<file path="config.mk">
export PLATFORM = sky130hd
export DESIGN_NAME = smg_device_flat
export DESIGN_NICKNAME = d
export VERILOG_FILES = /design/src/smg_pkg.sv /design/src/smg_link_if.sv /design/src/smg_device.sv /design/src/flat_wrapper.sv
export SDC_FILE = /design/constraint.sdc
export NUM_CORES = 1
export LEC_CHECK = 0
export BUFFER_PORTS_ARGS = -buffer_cell sky130_fd_sc_hd__buf_4
export CORE_ASPECT_RATIO = 1.1
export CORE_UTILIZATION = 33
export DETAILED_ROUTE_END_ITERATION = 10
export PLACE_DENSITY = 0.64
export SLEW_MARGIN = 25
export SYNTH_ARGS = -nofsm -noshare
export SYNTH_HDL_FRONTEND = slang
export SYNTH_SLANG_ARGS = --single-unit
</file>
<file path="constraint.sdc">
create_clock -name mclk -period 2.7 [get_ports mclk]
set_clock_uncertainty 0.2 [all_clocks]
set_input_delay 0.27 -clock mclk [delete_from_list [all_inputs] [get_ports mclk]]
set_output_delay 0.27 -clock mclk [all_outputs]
set_load 0.03 [all_outputs]
</file>
<file path="src/smg_pkg.sv">
// Shared constants and types for the serial module global control link
package smg_pkg;
    // ==========================================================
    // Register indices on the link
    localparam logic [2:0] REG_CONFIG = 3'h0;
    localparam logic [2:0] REG_LEVEL = 3'h1;
    localparam logic [2:0] REG_VECTOR = 3'h2;
    localparam logic [2:0] REG_ASSIGN = 3'h3;
    localparam logic [2:0] REG_DIR = 3'h4;
    localparam logic [2:0] REG_PORT = 3'h5;
    // ==========================================================
    // Config register fields
    localparam int CFG_STOP = 7;
    localparam int CFG_FRZ_HALT = 6;
    localparam int CFG_FRZ_SPARE = 5;
    localparam int CFG_ARB_HI = 3;
    // Level register fields
    localparam int LVL_Q_HI = 5;
    localparam int LVL_Q_LO = 3;
    localparam int LVL_A_HI = 2;
    // ==========================================================
    // Reset values and fixed constants
    localparam logic [7:0] CONFIG_RST = 8'h80;
    localparam logic [7:0] VECTOR_RST = 8'h0F;
    localparam logic [7:0] BYTE_ZERO = 8'h00;
    localparam logic [2:0] LEVEL_OFF = 3'h0;
    localparam logic [3:0] ARB_NONE = 4'h0;
    localparam logic [1:0] ARB_FIRST_BIT = 2'h3;
    localparam logic [1:0] ARB_LAST_BIT = 2'h0;
    // ==========================================================
    // Pin indices
    localparam int PIN_MISO = 0;
    localparam int PIN_MOSI = 1;
    localparam int PIN_SCK = 2;
    localparam int PIN_CS0 = 3;
    localparam int PIN_CS_LO = 4;
    localparam int PIN_CS_HI = 6;
    localparam int PIN_TXD = 7;
    localparam int PIN_RXD = 8;
    localparam int NUM_PINS = 9;
    // ==========================================================
    // Host APB map
    localparam logic [7:0] APB_CMD = 8'h00;
    localparam logic [7:0] APB_STATUS = 8'h04;
    localparam logic [7:0] APB_IACK = 8'h08;
    localparam logic [7:0] APB_CTRL = 8'h0C;
    localparam int CMD_WRITE = 8;
    localparam int CMD_WDATA_LO = 16;
    localparam int ST_RDATA_LO = 8;
    localparam int ST_WON = 16;
    localparam int ST_VEC_LO = 24;
    localparam logic [31:0] WORD_ZERO = 32'h0000_0000;

    typedef enum logic [1:0] {
        I_IDLE = 2'b00,
        I_ARB = 2'b01,
        I_DONE = 2'b10
    } smg_iack_e;

    typedef enum logic [1:0] {
        H_IDLE = 2'b00,
        H_REG = 2'b01,
        H_IACK = 2'b10
    } smg_host_e;
endpackage

</file>
<file path="src/smg_link_if.sv">
// Link between the host processor side and the serial module
`timescale 1ns/100ps
`default_nettype none
interface smg_link_if;
    logic req_valid;
    logic req_write;
    logic [2:0] req_addr;
    logic [7:0] req_wdata;
    logic rsp_valid;
    logic [7:0] rsp_rdata;
    logic freeze;
    logic iack_valid;
    logic [2:0] iack_mask;
    logic arb_others;
    logic arb_bit;
    logic iack_done;
    logic iack_won;
    logic [7:0] iack_vector;
    logic [7:1] irq_lines;

    modport device (
        input req_valid, req_write, req_addr, req_wdata, freeze,
        input iack_valid, iack_mask, arb_others,
        output rsp_valid, rsp_rdata, arb_bit, iack_done, iack_won, iack_vector, irq_lines
    );
    modport host (
        output req_valid, req_write, req_addr, req_wdata, freeze,
        output iack_valid, iack_mask, arb_others,
        input rsp_valid, rsp_rdata, arb_bit, iack_done, iack_won, iack_vector, irq_lines
    );
endinterface
`default_nettype wire

</file>
<file path="src/smg_device.sv">
// Serial module global control: stop, freeze, interrupts, pin control
// Contract
// - Stop bit gates module clock off
// - Stopped: only config readable, writes work
// - Stop bit written by processor, set at reset
// - Software quiesces engines before setting stop
// - Freeze with halt bit halts queue
// - Level field picks request line, zero off
// - Equal levels: queue beats async
// - Acknowledge compares mask with pending level
// - Serial arbitration using nonzero arbitration number
// - Winner drives vector, low bit by source
// - Vector resets uninitialized; software writes user vector
// - Vector low bit write ignored, reads one
// - Assignment bit picks GPIO or queue port
// - Direction bit: clear input, set output
// - Serial mode direction gates data/clock pins
// - Transmit pin direction matters only when disabled
// - Port data latched out, reads pin levels
// - Software writes port data before direction
// - Chip select 0 / slave select pin roles
// - Upper chip selects master only
// - Receive pin always async data input
// - Nine pins, eight selectable
// - Unimplemented bits ignore writes, read zero
// - Transmitter enable forces transmit pin output
//
// Our own choices: the APB register port and the register addresses.
`timescale 1ns/100ps
`default_nettype none
module smg_device
    import smg_pkg::*;
(
    input wire logic mclk,
    input wire logic rst_n,
    smg_link_if.device link,
    input wire logic queue_irq_req,
    input wire logic async_irq_req,
    input wire logic spi_master,
    input wire logic tx_enable,
    input wire logic miso_out,
    input wire logic mosi_out,
    input wire logic sck_out,
    input wire logic [3:0] cs_out,
    input wire logic txd_out,
    output logic clock_run,
    output logic queue_freeze_halt,
    output logic miso_in,
    output logic mosi_in,
    output logic sck_in,
    output logic slave_select_n_in,
    output logic mode_fault,
    output logic rxd_in,
    input wire logic [NUM_PINS-1:0] pin_in,
    output logic [PIN_TXD:0] pin_out,
    output logic [PIN_TXD:0] pin_oe_n
);
    typedef struct packed {
        logic stop;
        logic frz_halt;
        logic frz_spare;
        logic [3:0] arb_num;
        logic [2:0] queue_lvl;
        logic [2:0] async_lvl;
        logic [7:1] vec;
        logic [7:0] assign_bits;
        logic [7:0] dir;
        logic [7:0] port;
        logic [NUM_PINS-1:0] sync1;
        logic [NUM_PINS-1:0] sync2;
        logic rsp_valid;
        logic [7:0] rdata;
        logic [7:1] irq;
        smg_iack_e ist;
        logic [1:0] cnt;
        logic contend;
        logic src_queue;
        logic won;
        logic [7:0] vector;
    } smg_dev_s;

    smg_dev_s r, n;
    logic [2:0] q_eff;
    logic [2:0] a_eff;
    logic [2:0] pend_lvl;
    logic [7:0] cfg_rd;
    logic master;
    logic slave;

    // ==========================================================
    // Request priority
    always_comb begin
        q_eff = queue_irq_req ? r.queue_lvl : LEVEL_OFF;
        a_eff = async_irq_req ? r.async_lvl : LEVEL_OFF;
        pend_lvl = (q_eff >= a_eff) ? q_eff : a_eff;
        cfg_rd = BYTE_ZERO;
        cfg_rd[CFG_STOP] = r.stop;
        cfg_rd[CFG_FRZ_HALT] = r.frz_halt;
        cfg_rd[CFG_FRZ_SPARE] = r.frz_spare;
        cfg_rd[CFG_ARB_HI:0] = r.arb_num;
        master = spi_master;
        slave = ~spi_master;
    end

    // ==========================================================
    // Next state
    always_comb begin
        n = r;
        n.rsp_valid = 1'b0;
        n.won = r.won;
        n.sync1 = pin_in;
        n.sync2 = r.sync1;
        n.irq = '0;
        if (q_eff != LEVEL_OFF) begin
            n.irq[q_eff] = 1'b1;
        end
        if (a_eff != LEVEL_OFF) begin
            n.irq[a_eff] = 1'b1;
        end
        if (link.req_valid) begin
            n.rsp_valid = 1'b1;
            n.rdata = BYTE_ZERO;
            if (link.req_write) begin
                unique case (link.req_addr)
                    REG_CONFIG: begin
                        n.stop = link.req_wdata[CFG_STOP];
                        n.frz_halt = link.req_wdata[CFG_FRZ_HALT];
                        n.frz_spare = link.req_wdata[CFG_FRZ_SPARE];
                        n.arb_num = link.req_wdata[CFG_ARB_HI:0];
                    end
                    REG_LEVEL: begin
                        n.queue_lvl = link.req_wdata[LVL_Q_HI:LVL_Q_LO];
                        n.async_lvl = link.req_wdata[LVL_A_HI:0];
                    end
                    REG_VECTOR: n.vec = link.req_wdata[7:1];
                    REG_ASSIGN: n.assign_bits = link.req_wdata;
                    REG_DIR: n.dir = link.req_wdata;
                    REG_PORT: n.port = link.req_wdata;
                    default: n.rdata = BYTE_ZERO;
                endcase
            end else if (link.req_addr == REG_CONFIG) begin
                n.rdata = cfg_rd;
            end else if (!r.stop) begin
                unique case (link.req_addr)
                    REG_LEVEL: n.rdata = {2'b00, r.queue_lvl, r.async_lvl};
                    REG_VECTOR: n.rdata = {r.vec, 1'b1};
                    REG_ASSIGN: n.rdata = r.assign_bits;
                    REG_DIR: n.rdata = r.dir;
                    REG_PORT: n.rdata = r.sync2[PIN_TXD:0];
                    default: n.rdata = BYTE_ZERO;
                endcase
            end
        end
        unique case (r.ist)
            I_IDLE: begin
                if (link.iack_valid) begin
                    n.src_queue = (q_eff != LEVEL_OFF) && (q_eff == pend_lvl);
                    n.cnt = ARB_FIRST_BIT;
                    if ((pend_lvl > link.iack_mask) && (r.arb_num != ARB_NONE)) begin
                        n.contend = 1'b1;
                        n.ist = I_ARB;
                    end else begin
                        n.contend = 1'b0;
                        n.ist = I_DONE;
                    end
                end
            end
            I_ARB: begin
                // drop out when outbid on a bit
                if (link.arb_others && !r.arb_num[r.cnt]) begin
                    n.contend = 1'b0;
                end
                if (r.cnt == ARB_LAST_BIT) begin
                    n.ist = I_DONE;
                end else begin
                    n.cnt = r.cnt - 2'd1;
                end
            end
            I_DONE: n.ist = I_IDLE;
            default: n.ist = I_IDLE;
        endcase
        if (r.ist == I_DONE) begin
            n.won = 1'b0;
        end else if (n.ist == I_DONE) begin
            n.won = n.contend;
            n.vector = n.contend ? {r.vec, n.src_queue} : BYTE_ZERO;
        end
    end

    // ==========================================================
    // State register
    always_ff @(posedge mclk) begin
        if (!rst_n) begin
            r <= '0;
            r.stop <= CONFIG_RST[CFG_STOP];
            r.vec <= VECTOR_RST[7:1];
            r.ist <= I_IDLE;
        end else begin
            r <= n;
        end
    end

    // ==========================================================
    // Link outputs
    assign link.rsp_valid = r.rsp_valid;
    assign link.rsp_rdata = r.rdata;
    assign link.irq_lines = r.irq;
    assign link.arb_bit = (r.ist == I_ARB) && r.contend && r.arb_num[r.cnt];
    assign link.iack_done = (r.ist == I_DONE);
    assign link.iack_won = r.won;
    assign link.iack_vector = r.vector;
    assign clock_run = ~r.stop;
    // only the halt bit acts on freeze
    assign queue_freeze_halt = link.freeze & r.frz_halt;

    // ==========================================================
    // Pin control
    always_comb begin
        pin_out = r.port;
        pin_oe_n = ~r.dir;
        // assigned pins go to queue port
        if (r.assign_bits[PIN_MISO]) begin
            pin_out[PIN_MISO] = miso_out;
            pin_oe_n[PIN_MISO] = ~(slave & r.dir[PIN_MISO]);
        end
        if (r.assign_bits[PIN_MOSI]) begin
            pin_out[PIN_MOSI] = mosi_out;
            pin_oe_n[PIN_MOSI] = ~(master & r.dir[PIN_MOSI]);
        end
        if (r.assign_bits[PIN_SCK]) begin
            pin_out[PIN_SCK] = sck_out;
            pin_oe_n[PIN_SCK] = ~(master & r.dir[PIN_SCK]);
        end
        // chip select output in master mode
        if (r.assign_bits[PIN_CS0]) begin
            pin_out[PIN_CS0] = cs_out[0];
            pin_oe_n[PIN_CS0] = ~(master & r.dir[PIN_CS0]);
        end
        for (int i = PIN_CS_LO; i <= PIN_CS_HI; i++) begin
            if (r.assign_bits[i]) begin
                pin_out[i] = cs_out[i-PIN_CS0];
                pin_oe_n[i] = ~(master & r.dir[i]);
            end
        end
        pin_out[PIN_TXD] = tx_enable ? txd_out : r.port[PIN_TXD];
        pin_oe_n[PIN_TXD] = tx_enable ? 1'b0 : ~r.dir[PIN_TXD];
        miso_in = r.assign_bits[PIN_MISO] & master & ~r.dir[PIN_MISO] & r.sync2[PIN_MISO];
        mosi_in = r.assign_bits[PIN_MOSI] & slave & ~r.dir[PIN_MOSI] & r.sync2[PIN_MOSI];
        sck_in = r.assign_bits[PIN_SCK] & slave & ~r.dir[PIN_SCK] & r.sync2[PIN_SCK];
        // slave select input or mode fault
        slave_select_n_in = (r.assign_bits[PIN_CS0] & slave & ~r.dir[PIN_CS0])
            ? r.sync2[PIN_CS0] : 1'b1;
        mode_fault = r.assign_bits[PIN_CS0] & master & ~r.dir[PIN_CS0] & ~r.sync2[PIN_CS0];
        rxd_in = r.sync2[PIN_RXD];
    end
endmodule
`default_nettype wire

</file>
<file path="src/flat_wrapper.sv">
// flat-port wrapper written by rule: the top's interface ports become plain ports
module smg_device_flat import smg_pkg::*;
  (mclk, rst_n, queue_irq_req, async_irq_req, spi_master, tx_enable, miso_out, mosi_out, sck_out, cs_out, txd_out, clock_run, queue_freeze_halt, miso_in, mosi_in, sck_in, slave_select_n_in, mode_fault, rxd_in, pin_in, pin_out, pin_oe_n, link_req_valid, link_req_write, link_req_addr, link_req_wdata, link_freeze, link_iack_valid, link_iack_mask, link_arb_others, link_rsp_valid, link_rsp_rdata, link_arb_bit, link_iack_done, link_iack_won, link_iack_vector, link_irq_lines);
  smg_link_if link_i ();
  input wire logic mclk;
  input wire logic rst_n;
  input wire logic queue_irq_req;
  input wire logic async_irq_req;
  input wire logic spi_master;
  input wire logic tx_enable;
  input wire logic miso_out;
  input wire logic mosi_out;
  input wire logic sck_out;
  input wire logic [3:0] cs_out;
  input wire logic txd_out;
  output logic clock_run;
  output logic queue_freeze_halt;
  output logic miso_in;
  output logic mosi_in;
  output logic sck_in;
  output logic slave_select_n_in;
  output logic mode_fault;
  output logic rxd_in;
  input wire logic [NUM_PINS-1:0] pin_in;
  output logic [PIN_TXD:0] pin_out;
  output logic [PIN_TXD:0] pin_oe_n;
  input wire logic [$bits(link_i.req_valid)-1:0] link_req_valid;
  input wire logic [$bits(link_i.req_write)-1:0] link_req_write;
  input wire logic [$bits(link_i.req_addr)-1:0] link_req_addr;
  input wire logic [$bits(link_i.req_wdata)-1:0] link_req_wdata;
  input wire logic [$bits(link_i.freeze)-1:0] link_freeze;
  input wire logic [$bits(link_i.iack_valid)-1:0] link_iack_valid;
  input wire logic [$bits(link_i.iack_mask)-1:0] link_iack_mask;
  input wire logic [$bits(link_i.arb_others)-1:0] link_arb_others;
  output wire logic [$bits(link_i.rsp_valid)-1:0] link_rsp_valid;
  output wire logic [$bits(link_i.rsp_rdata)-1:0] link_rsp_rdata;
  output wire logic [$bits(link_i.arb_bit)-1:0] link_arb_bit;
  output wire logic [$bits(link_i.iack_done)-1:0] link_iack_done;
  output wire logic [$bits(link_i.iack_won)-1:0] link_iack_won;
  output wire logic [$bits(link_i.iack_vector)-1:0] link_iack_vector;
  output wire logic [$bits(link_i.irq_lines)-1:0] link_irq_lines;
  assign link_i.req_valid = link_req_valid;
  assign link_i.req_write = link_req_write;
  assign link_i.req_addr = link_req_addr;
  assign link_i.req_wdata = link_req_wdata;
  assign link_i.freeze = link_freeze;
  assign link_i.iack_valid = link_iack_valid;
  assign link_i.iack_mask = link_iack_mask;
  assign link_i.arb_others = link_arb_others;
  assign link_rsp_valid = link_i.rsp_valid;
  assign link_rsp_rdata = link_i.rsp_rdata;
  assign link_arb_bit = link_i.arb_bit;
  assign link_iack_done = link_i.iack_done;
  assign link_iack_won = link_i.iack_won;
  assign link_iack_vector = link_i.iack_vector;
  assign link_irq_lines = link_i.irq_lines;
  smg_device u_core (.mclk(mclk), .rst_n(rst_n), .link(link_i), .queue_irq_req(queue_irq_req), .async_irq_req(async_irq_req), .spi_master(spi_master), .tx_enable(tx_enable), .miso_out(miso_out), .mosi_out(mosi_out), .sck_out(sck_out), .cs_out(cs_out), .txd_out(txd_out), .clock_run(clock_run), .queue_freeze_halt(queue_freeze_halt), .miso_in(miso_in), .mosi_in(mosi_in), .sck_in(sck_in), .slave_select_n_in(slave_select_n_in), .mode_fault(mode_fault), .rxd_in(rxd_in), .pin_in(pin_in), .pin_out(pin_out), .pin_oe_n(pin_oe_n));
endmodule
</file>
==> impl_metrics.yaml, run 1 <==
clocking:
  cts.sinks: 93
  path_clk_slew_ns: 0.06
  cts_tree: "built"
  htree_levels: 3
  clk_latency_ns: 0.35
  clk_path_buf_depth: 2
  root_buffer: "clkbuf_16"
  cts_buffers: 9
final_layout:
  drive_gt1_share_pct: 28.4
  stdcell_count: 706
  syn2layout_area_growth_pct: 28.3
  antenna_cells: 0
  final_core_util_pct: 43.8
  nets: 590
grt:
  top_usage_layer: "met2"
  grt_util_met3_pct: 3.13
  met1_usage_pct: 21.2
  use_met2_pct: 29.8
  grt-ovfl-total: 0
  antenna_found_initial: 0
  grt_use_total_pct: 17.2
  grt_pass1_wl_mm: 18.1
  grt_max_degree: 34
  first_global_vias: 3515
yosys:
  yosysSeqAreaShare_pct: 43.0
  ys.flop_type: "dfxtp_1"
  ys_types: 60
  yosysWarningCount: 0
  synth_async_sr_flop_share_pct: 0
  synth_fp_nets: 509
  synth-seq-cells: 93
  synth_area_um2: 4330
  synthCells: 463
  postSynthAreaPerCell_um2: 9.35
  synth-edff-count: 0
critical_path:
  rr_startpoint: "u_core.r[83]"
  path_class: "reg2reg"
  startpoint_type: "flop"
  worst-path-max-fanout: 4
  rr_worst_depth: 11
  worst_setup_path_end_kind: "flop"
  reg2reg_slack_ns: -0.06
  required_ns: 2.75
  r2r_end: "u_core.link.iack_won"
  cp.arrival_ns: 2.81
floorplan:
  core_area_um2: 12700
  dieArea_um2: 13600
  core.rowCount: 43
  fp.dieW_um: 111
  die_h_um: 122
  ios: 93
  initial_utilization_pct: 34.1
routing:
  vias: 3567
  totalWireLength_mm: 11.2
  ant_nets: 0
  drtPass1Iterations: 8
  wl_per_cell_um: 15.9
  first_iter_violations: 159
  post_drt_via_cell_ratio: 5.05
  drc: 6
timing:
  slew_headroom_pct: 57.3
  tightest_slew_ns: 0.640
  period_minus_slack_ns: 2.76
  hold_violations: 0
  setup_ws_ns: -0.0564
  rsz0062_at_grt: "true"
  finalSetupViolations: 8
  fin_crit_sh_pct: 102
  fmax_mhz: 363
  slew_violations: 0
placed_design:
  place.gp.congestion: 0.856
  dp_cells: 677
  io_buffers: 92
  hpwlAfterDp_mm: 8.14
pwr:
  p_leak_nw: 2.20
  vdd_drop_max_mv: 0.235
  power_density_nw_per_um2: 554
min_path:
  min_path_type: "in2reg"
  min_to: "u_core.cfg_rd[6]"
  hold-path-cell-count: 3
  hp-start: "link_req_wdata[6]"
run:
  maxCapViolations: 0
outcome:
  status: "finished with violations"
  violations: "design-rule violations, negative setup slack"
==> stage by stage <==
stage | instance area (µm²) | worst slack, ns | hold slack, ns | power (mW) | TNS (ns)
floorplan | 4330 | 0.0215 | 0.197 | 1.59 | 0
global placement | 5030 | 0.0150 | 0.214 | 1.70 | 0
detailed placement | 5030 | -0.0930 | 0.221 | 1.71 | -0.370
CTS | 5520 | -0.0389 | 0.0116 | 3.10 | -0.0720
global route | 5560 | -0.218 | 0.0371 | 3.19 | -1.68
finish | 5560 | -0.0564 | 0.0174 | 3.08 | -0.179
==> where the power goes <==
part           switching (mW)  internal [mW]
combinational           0.156          0.129
clock                   0.516          0.862
sequential             0.0170           1.40
==> layer usage <==
| metal | part of all wire [%] | up-vias | wire length, µm |
|---|---|---|---|
| met3 | 4.2 | 20 | 475 |
| li1 | - | 1760 | - |
| met2 | 48 | 97 | 5440 |
| met4 | 2.5 | 0 | 286 |
| met1 | 45 | 1690 | 5040 |
| met5 | 0 | - | 0 |
==> state kept, by name (all words and copies together), names as in the netlist <==
register                 flops
u_core.cfg_rd                7
u_core.link.iack_vector      8
u_core.n                     9
u_core.r                    51
u_core.link.rsp_valid        1
u_core.link.irq_lines        7
u_core.rxd_in                1
u_core.link.iack_won         1
u_core.link.rsp_rdata        8
==> kinds of logic after synthesis <==
family | synth area share [%]
compound gates | 13.2
xor+xnor | 0.202
fa+ha+maj | 1.16
buf+inv | 8.03
flops | 43.0
mux | 15.7
simple gates | 18.7
==> Yosys cell counts (3+ instances only) <==
master	count	area (µm²)
a21oi_1	13	65.1
a22o_1	7	61.3
a22oi_1	11	82.6
and2_1	22	138
buf_1	3	11.3
buf_2	8	40.0
buf_4	24	180
clkbuf_1	13	48.8
dfxtp_1	93	1860
ha_1	4	50.1
inv_1	17	63.8
mux2_2	12	135
mux2i_1	52	521
nand2_1	18	67.6
nand2b_1	6	37.5
nand3_1	4	20.0
nand4_1	3	18.8
nor2_1	67	251
nor2b_1	8	50.1
nor3_1	7	35.0
nor3b_1	3	22.5
nor4b_1	3	26.3
o211ai_1	4	30.0
o21a_1	3	22.5
o21ai_0	13	65.1
o22ai_1	4	25.0
==> layout make-up <==
type | count | area, µm²
Tap cell | 157 | 196
Clock buffer | 13 | 260
Multi-Input combinational cell | 304 | 2180
Clock inverter | 3 | 67.6
Inverter | 18 | 67.6
Fill cell | 1245 | 7140
Sequential cell | 93 | 1870
Timing Repair Buffer | 118 | 915
==> timing repair <==
item,in CTS,in global routing
hold endpoints to repair,10,0
gates resized for setup,11,6
hold buffers,10,0
endpoints found under the setup margin,8,12
buffers inserted,3,0
pin swaps,9,8
==> worst max-delay path by stage <==
stage | startpoint | endpoint | slack, ns | cells past startpoint
5_1_grt | u_core.r[83] | u_core.link.iack_won | -0.22 | 11
3_3_place_gp | queue_irq_req | u_core.link.iack_won | 0.01 | 12
2_1_floorplan | u_core.r[83] | u_core.link.iack_vector[1] | 0.02 | 13
6_report | u_core.r[83] | u_core.link.iack_won | -0.06 | 11
4_1_cts | u_core.r[83] | u_core.link.iack_won | -0.04 | 11
3_5_place_dp | queue_irq_req | u_core.link.iack_won | -0.09 | 12
==> layout by cell type, fill, tap and decap left out, types with 3 or more instances in the layout <==
master,instances
a21oi_1,12
a22o_1,7
a22oi_1,11
and2_1,21
buf_4,107
clkbuf_16,9
dfxtp_1,90
dlygate4sd3_1,10
ha_1,3
inv_1,17
mux2_2,12
mux2i_1,52
nand2_1,18
nand2b_1,6
nand3_1,3
nand4_1,3
nor2_1,67
nor2b_1,8
nor3_1,7
nor3b_1,3
nor4b_1,3
o211ai_1,4
o21a_1,3
o21ai_0,12
o22ai_1,4
==> worst max-delay path, cell delays in order (launching register included) <==
cell,delay [ns]
dfxtp_4,0.35
a21bo_4,0.21
o211ai_1,0.22
o211ai_1,0.16
o21a_1,0.18
a31oi_1,0.17
ha_2,0.30
nand3_2,0.10
o41ai_4,0.11
o21ai_2,0.26
a21oi_2,0.10
a2111oi_4,0.30
Note: power is estimated with default switching activity, not from simulation.
==> inputs of run 2 (changes only) <==
--- a/config.mk
+++ b/config.mk
@@ -6,7 +6,6 @@
 export NUM_CORES = 1
 export LEC_CHECK = 0
 export BUFFER_PORTS_ARGS = -buffer_cell sky130_fd_sc_hd__buf_4
-export CORE_ASPECT_RATIO = 1.1
 export CORE_UTILIZATION = 33
 export DETAILED_ROUTE_END_ITERATION = 10
 export PLACE_DENSITY = 0.64
==> impl_metrics.yaml, run 2 (synthesis gave the netlist of run 1 again) <==
placed_design:
  hpwlAfterDp_mm: 8.27
  place.gp.congestion: 0.854
  io_buffers: 92
  dp_cells: 692
grt:
  grt_pass1_wl_mm: 18.1
  antenna_found_initial: 0
  grt-ovfl-total: 0
  first_global_vias: 3421
  grt_use_total_pct: 17.6
  grt_max_degree: 37
routing:
  first_iter_violations: 148
  drc: 0
  post_drt_via_cell_ratio: 4.96
  vias: 3558
  drtPass1Iterations: 4
  wl_per_cell_um: 15.7
  totalWireLength_mm: 11.3
  ant_nets: 0
pwr:
  vdd_drop_max_mv: 0.221
  finalPower_mw: 2.94
  p_leak_nw: 2.16
  power_density_nw_per_um2: 536
critical_path:
  path_class: "reg2reg"
  worst_setup_path_end_kind: "flop"
  cp.arrival_ns: 2.78
  startpoint_type: "flop"
  worst-path-max-fanout: 4
  required_ns: 2.74
final_layout:
  layout_commonest_cell: "buf_4"
  stdcell_count: 717
  nFillCells: 1283
  top_register: "u_core.r"
  layout_common_cells: "106 x buf_4, 90 x dfxtp_1, 67 x nor2_1"
  syn2layout_area_growth_pct: 26.6
  nets: 587
  regArea_um2: 1870
  antenna_cells: 0
  drive_gt1_share_pct: 28.3
  multi_input_area_um2: 2160
  largest_reg_flops: 51
timing:
  setup_ws_ns: -0.0369
  slew_violations: 0
  hold_violations: 0
  finalSetupViolations: 1
  fin_crit_sh_pct: 101
  tightest_slew_ns: 0.695
  slew_headroom_pct: 53.6
  rsz0062_at_grt: "true"
  period_minus_slack_ns: 2.74
  fmax_mhz: 365
clocking:
  clk_latency_ns: 0.34
  htree_levels: 3
  cts.sinks: 93
  root_buffer: "clkbuf_16"
  cts_buffers: 9
  path_clk_slew_ns: 0.06
  clk_path_buf_depth: 2
  cts_tree: "built"
min_path:
  min_path_type: "in2reg"
floorplan:
  ios: 93
  initial_utilization_pct: 34.0
  core.rowCount: 41
  die_h_um: 117
  fp.dieW_um: 117
  dieArea_um2: 13600
  core_area_um2: 12700
outcome:
  violations: "negative setup slack"
  status: "finished with violations"
run:
  maxCapViolations: 0
==> run 2: cell types whose count changed in the layout (fill, tap and decap cells not counted), sizes merged <==
cell / previous run / this run
bufinv: 2 / 1
buf: 108 / 106
clkbuf: 13 / 9
clkinv: 1 / 5
dlygate4sd3: 10 / 9
==> run 2: final cells by class <==
type,count,share of cell area (%)
timing repair buffer,115,16.2
tap,172,3.92
multi-input combinational,304,39.3
clock inverter,6,1.19
sequential,93,34.1
clock buffer,9,4.11
inverter,18,1.23
==> run 2: timing repair <==
action,CTS,global route
hold buffers,9,0
buffers inserted,0,1
endpoints found under the hold margin,9,0
pin swaps,2,10
setup endpoints to repair,1,9
gates resized for setup,2,10
==> run 2: path summary, 6_finish.rpt <==
kind,to,startpoint,slack (ns),cells past startpoint
setup / recovery,u_core.link.iack_won,u_core.r[83],-0.04,11
setup reg to reg,u_core.link.iack_won,u_core.r[83],-0.04,11
hold reg to reg,u_core.r[37],u_core.n[37],0.24,1
hold / removal,u_core.cfg_rd[7],link_req_wdata[7],0.009,3
==> run 2: layer usage <==
metal  vias up  track usage [%]  wire length [µm]
met5         -                0                 0
met4         0             5.99               193
met3        15             4.05               578
met2       118             28.1              5150
met1      1674             23.5              5340
li1       1751                -                 -
==> run 2: power by group <==
group / internal [mW] / switching, mW / total (mW) / leakage, nW
Clock: 0.712 / 0.531 / 1.24 / 0.141
Sequential: 1.40 / 0.0171 / 1.41 / 0.757
Combinational: 0.125 / 0.154 / 0.279 / 1.26
Total: 2.23 / 0.703 / 2.94 / 2.16
==> run 2: per-stage QoR <==
| stage | hold slack, ns | setup WS, ns | cell area, µm² | setup TNS [ns] | util (%) |
|---|---|---|---|---|---|
| after floorplan | 0.197 | 0.0215 | 4330 | 0 | - |
| after detailed placement | 0.219 | -0.0802 | 5050 | -0.110 | 39.7 |
| after global routing | 0.00179 | -0.225 | 5480 | -1.63 | 43.1 |
| final | 0.00901 | -0.0369 | 5480 | -0.0369 | 43.1 |
| after CTS | 0.000750 | 0.00370 | 5440 | 0 | 42.7 |
| after global placement | 0.215 | 0.00775 | 5050 | 0 | 39.7 |
==> run 2: critical path: stages, from the launching register on <==
cell	delay, ns
dfxtp_4	0.35
a21bo_4	0.21
o211ai_1	0.20
o211ai_1	0.15
o21a_1	0.19
a31oi_1	0.17
ha_2	0.30
nand3_1	0.09
o41ai_2	0.10
o21ai_2	0.20
a21oi_1	0.15
a2111oi_4	0.32
==> inputs of run 3 (changes only) <==
--- a/config.mk
+++ b/config.mk
@@ -6,9 +6,9 @@
 export NUM_CORES = 1
 export LEC_CHECK = 0
 export BUFFER_PORTS_ARGS = -buffer_cell sky130_fd_sc_hd__buf_4
-export CORE_UTILIZATION = 33
+export CORE_UTILIZATION = 49
 export DETAILED_ROUTE_END_ITERATION = 10
-export PLACE_DENSITY = 0.64
+export PLACE_DENSITY = 0.85
 export SLEW_MARGIN = 25
 export SYNTH_ARGS = -nofsm -noshare
 export SYNTH_HDL_FRONTEND = slang
==> constraint.sdc (replaced) <==
create_clock -name mclk -period 2.7 [get_ports mclk]
set_clock_uncertainty 0.2 [all_clocks]
set_input_delay 0.675 -clock mclk [delete_from_list [all_inputs] [get_ports mclk]]
set_output_delay 0.675 -clock mclk [all_outputs]
set_load 0.03 [all_outputs]
==> impl_metrics.yaml, run 3 (synthesis gave the netlist of run 1 again) <==
floorplan:
  die_h_um: 96.0
  dieArea_um2: 9220
  fp.dieW_um: 96.0
  ios: 93
  core_area_um2: 8380
  core.rowCount: 33
  initial_utilization_pct: 51.7
grt:
  antenna_found_initial: 0
  grt_max_degree: 31
  first_global_vias: 3546
  grt_use_total_pct: 24.6
  top_usage_layer: "met2"
  grt-ovfl-total: 0
  met1_usage_pct: 29.8
  grt_util_met3_pct: 5.61
  grt_pass1_wl_mm: 17.2
  use_met2_pct: 42.6
timing:
  period_minus_slack_ns: 2.81
  slew_headroom_pct: 53.0
  setup_ws_ns: -0.108
  hold_violations: 0
  rsz0062_at_grt: "true"
  tightest_slew_ns: 0.704
  fmax_mhz: 356
  slew_violations: 0
  fin_crit_sh_pct: 104
  finalSetupViolations: 9
critical_path:
  crit_chain: "buf_6 -> a21bo_2 -> o211ai_1 -> o211ai_1 -> a21oi_1 -> o2bb2ai_1 -> ha_1 -> a221oi_4 -> buf_6 -> o31ai_4 -> buf_4 -> nand2_2 -> o31ai_2"
  reg2reg_slack_ns: -0.09
  worst_setup_path_end_kind: "flop"
  rr_worst_depth: 12
  r2r_end: "u_core.link.iack_vector[0]"
  worst-path-max-fanout: 2
  rr_startpoint: "u_core.r[83]"
  cp.arrival_ns: 2.90
  crit_slowest_cell: "ha_1"
  startpoint_type: "input port"
  path_class: "in2reg"
  critPathMaxStageDelay_ns: 0.38
  required_ns: 2.79
  cp_top_family: "compound AO/OA/AOI/OAI gates"
  path_buf_inv: 3
final_layout:
  layout_common_cells: "114 x buf_4, 91 x dfxtp_1, 67 x nor2_1"
  layout_commonest_cell: "buf_4"
  final_core_util_pct: 64.3
  drive_gt1_share_pct: 31.3
  nets: 588
  syn2layout_area_growth_pct: 24.5
  antenna_cells: 0
  regArea_um2: 1870
  nFillCells: 674
  multi_input_area_um2: 2250
  top_register: "u_core.r"
  largest_reg_flops: 51
  final_area_um2: 5390
outcome:
  status: "finished with violations"
  violations: "negative setup slack"
routing:
  wl_per_cell_um: 16.7
  vias: 3592
  first_iter_violations: 197
  post_drt_via_cell_ratio: 5.52
  drc: 0
  ant_nets: 0
  totalWireLength_mm: 10.9
  drtPass1Iterations: 4
run:
  maxCapViolations: 0
min_path:
  min_path_type: "reg2reg"
  hp-start: "u_core.n[36]"
  min_to: "u_core.r[36]"
  hold-path-cell-count: 1
clocking:
  htree_levels: 3
  cts_tree: "built"
  root_buffer: "clkbuf_8"
  path_clk_slew_ns: 0.10
  cts.sinks: 93
  clk_path_buf_depth: 2
  clk_latency_ns: 0.36
  cts_buffers: 9
placed_design:
  place.gp.congestion: 0.863
  postPlaceCellArea_um2: 5050
  pre_cts_slack_ns: -0.455
  hpwlAfterDp_mm: 7.92
  io_buffers: 92
pwr:
  power_density_nw_per_um2: 488
  finalPower_mw: 2.63
  p_leak_nw: 2.15
  vdd_drop_max_mv: 0.371
run 3: cell types whose count changed in the layout (fill, tap and decap cells not counted), moves of 2 or more:
| cell | change |
|---|---|
| nor4b_1 | -3 |
| buf_4 | +8 |
| clkbuf_8 | +10 |
| dlygate4sd3_1 | -9 |
| clkbuf_16 | -9 |
| nor4b_2 | +3 |
| buf_6 | +2 |
run 3: metrics by stage:
stage	setup TNS, ns	hold WS (ns)	instances
global route	-1.85	0.250	651
CTS	-0.0372	0.242	648
floorplan	-1.63	0.212	463
finish	-0.588	0.240	651
global placement	-3.29	0.218	633
detailed placement	-4.53	0.220	633
run 3: area by class of cell:
class                      count  area share (%)
inverter                      18            1.25
clock buffer                  10            2.55
sequential                    93            34.6
timing repair buffer         116            16.3
clock inverter                 5            1.11
tap                          105            2.44
multi-input combinational    304            41.7
run 3: how the worst max path moves through the flow:
stage,from,endpoint,cells past startpoint
final,queue_irq_req,u_core.link.iack_vector[0],13
after global placement,queue_irq_req,u_core.link.iack_won,12
after detailed placement,queue_irq_req,u_core.link.iack_won,12
after CTS,queue_irq_req,u_core.link.iack_won,12
after floorplan,queue_irq_req,u_core.link.iack_vector[1],12
after global routing,u_core.r[83],u_core.link.iack_vector[0],12
run 3: report_power, final:
group,switching (mW),internal (mW)
Sequential,0.0175,1.40
Clock,0.483,0.452
Combinational,0.156,0.126
run 3: layer usage:
layer / wire length, µm / vias up
met1: 4620 / 1706
met4: 210 / 0
met5: 0 / -
li1: - / 1751
met3: 484 / 22
met2: 5560 / 113
run 3: what timing repair did:
item	in CTS	in global routing
hold buffers	0	0
endpoints found under the setup margin	8	12
pin swaps	9	10
resized for setup	10	13
setup buffers	1	4
gates cloned	0	0
run 3: worst register-to-register path, stage by stage, from the launching register on:
cell and delay (ns):
dfxtp_4 0.37, a21bo_2 0.22, o211ai_1 0.20, o211ai_1 0.17, a21oi_1 0.15, o2bb2ai_1 0.09, ha_1 0.38, a221oi_4 0.11
buf_6 0.14, o31ai_4 0.24, buf_4 0.15, nand2_2 0.06, o31ai_2 0.25
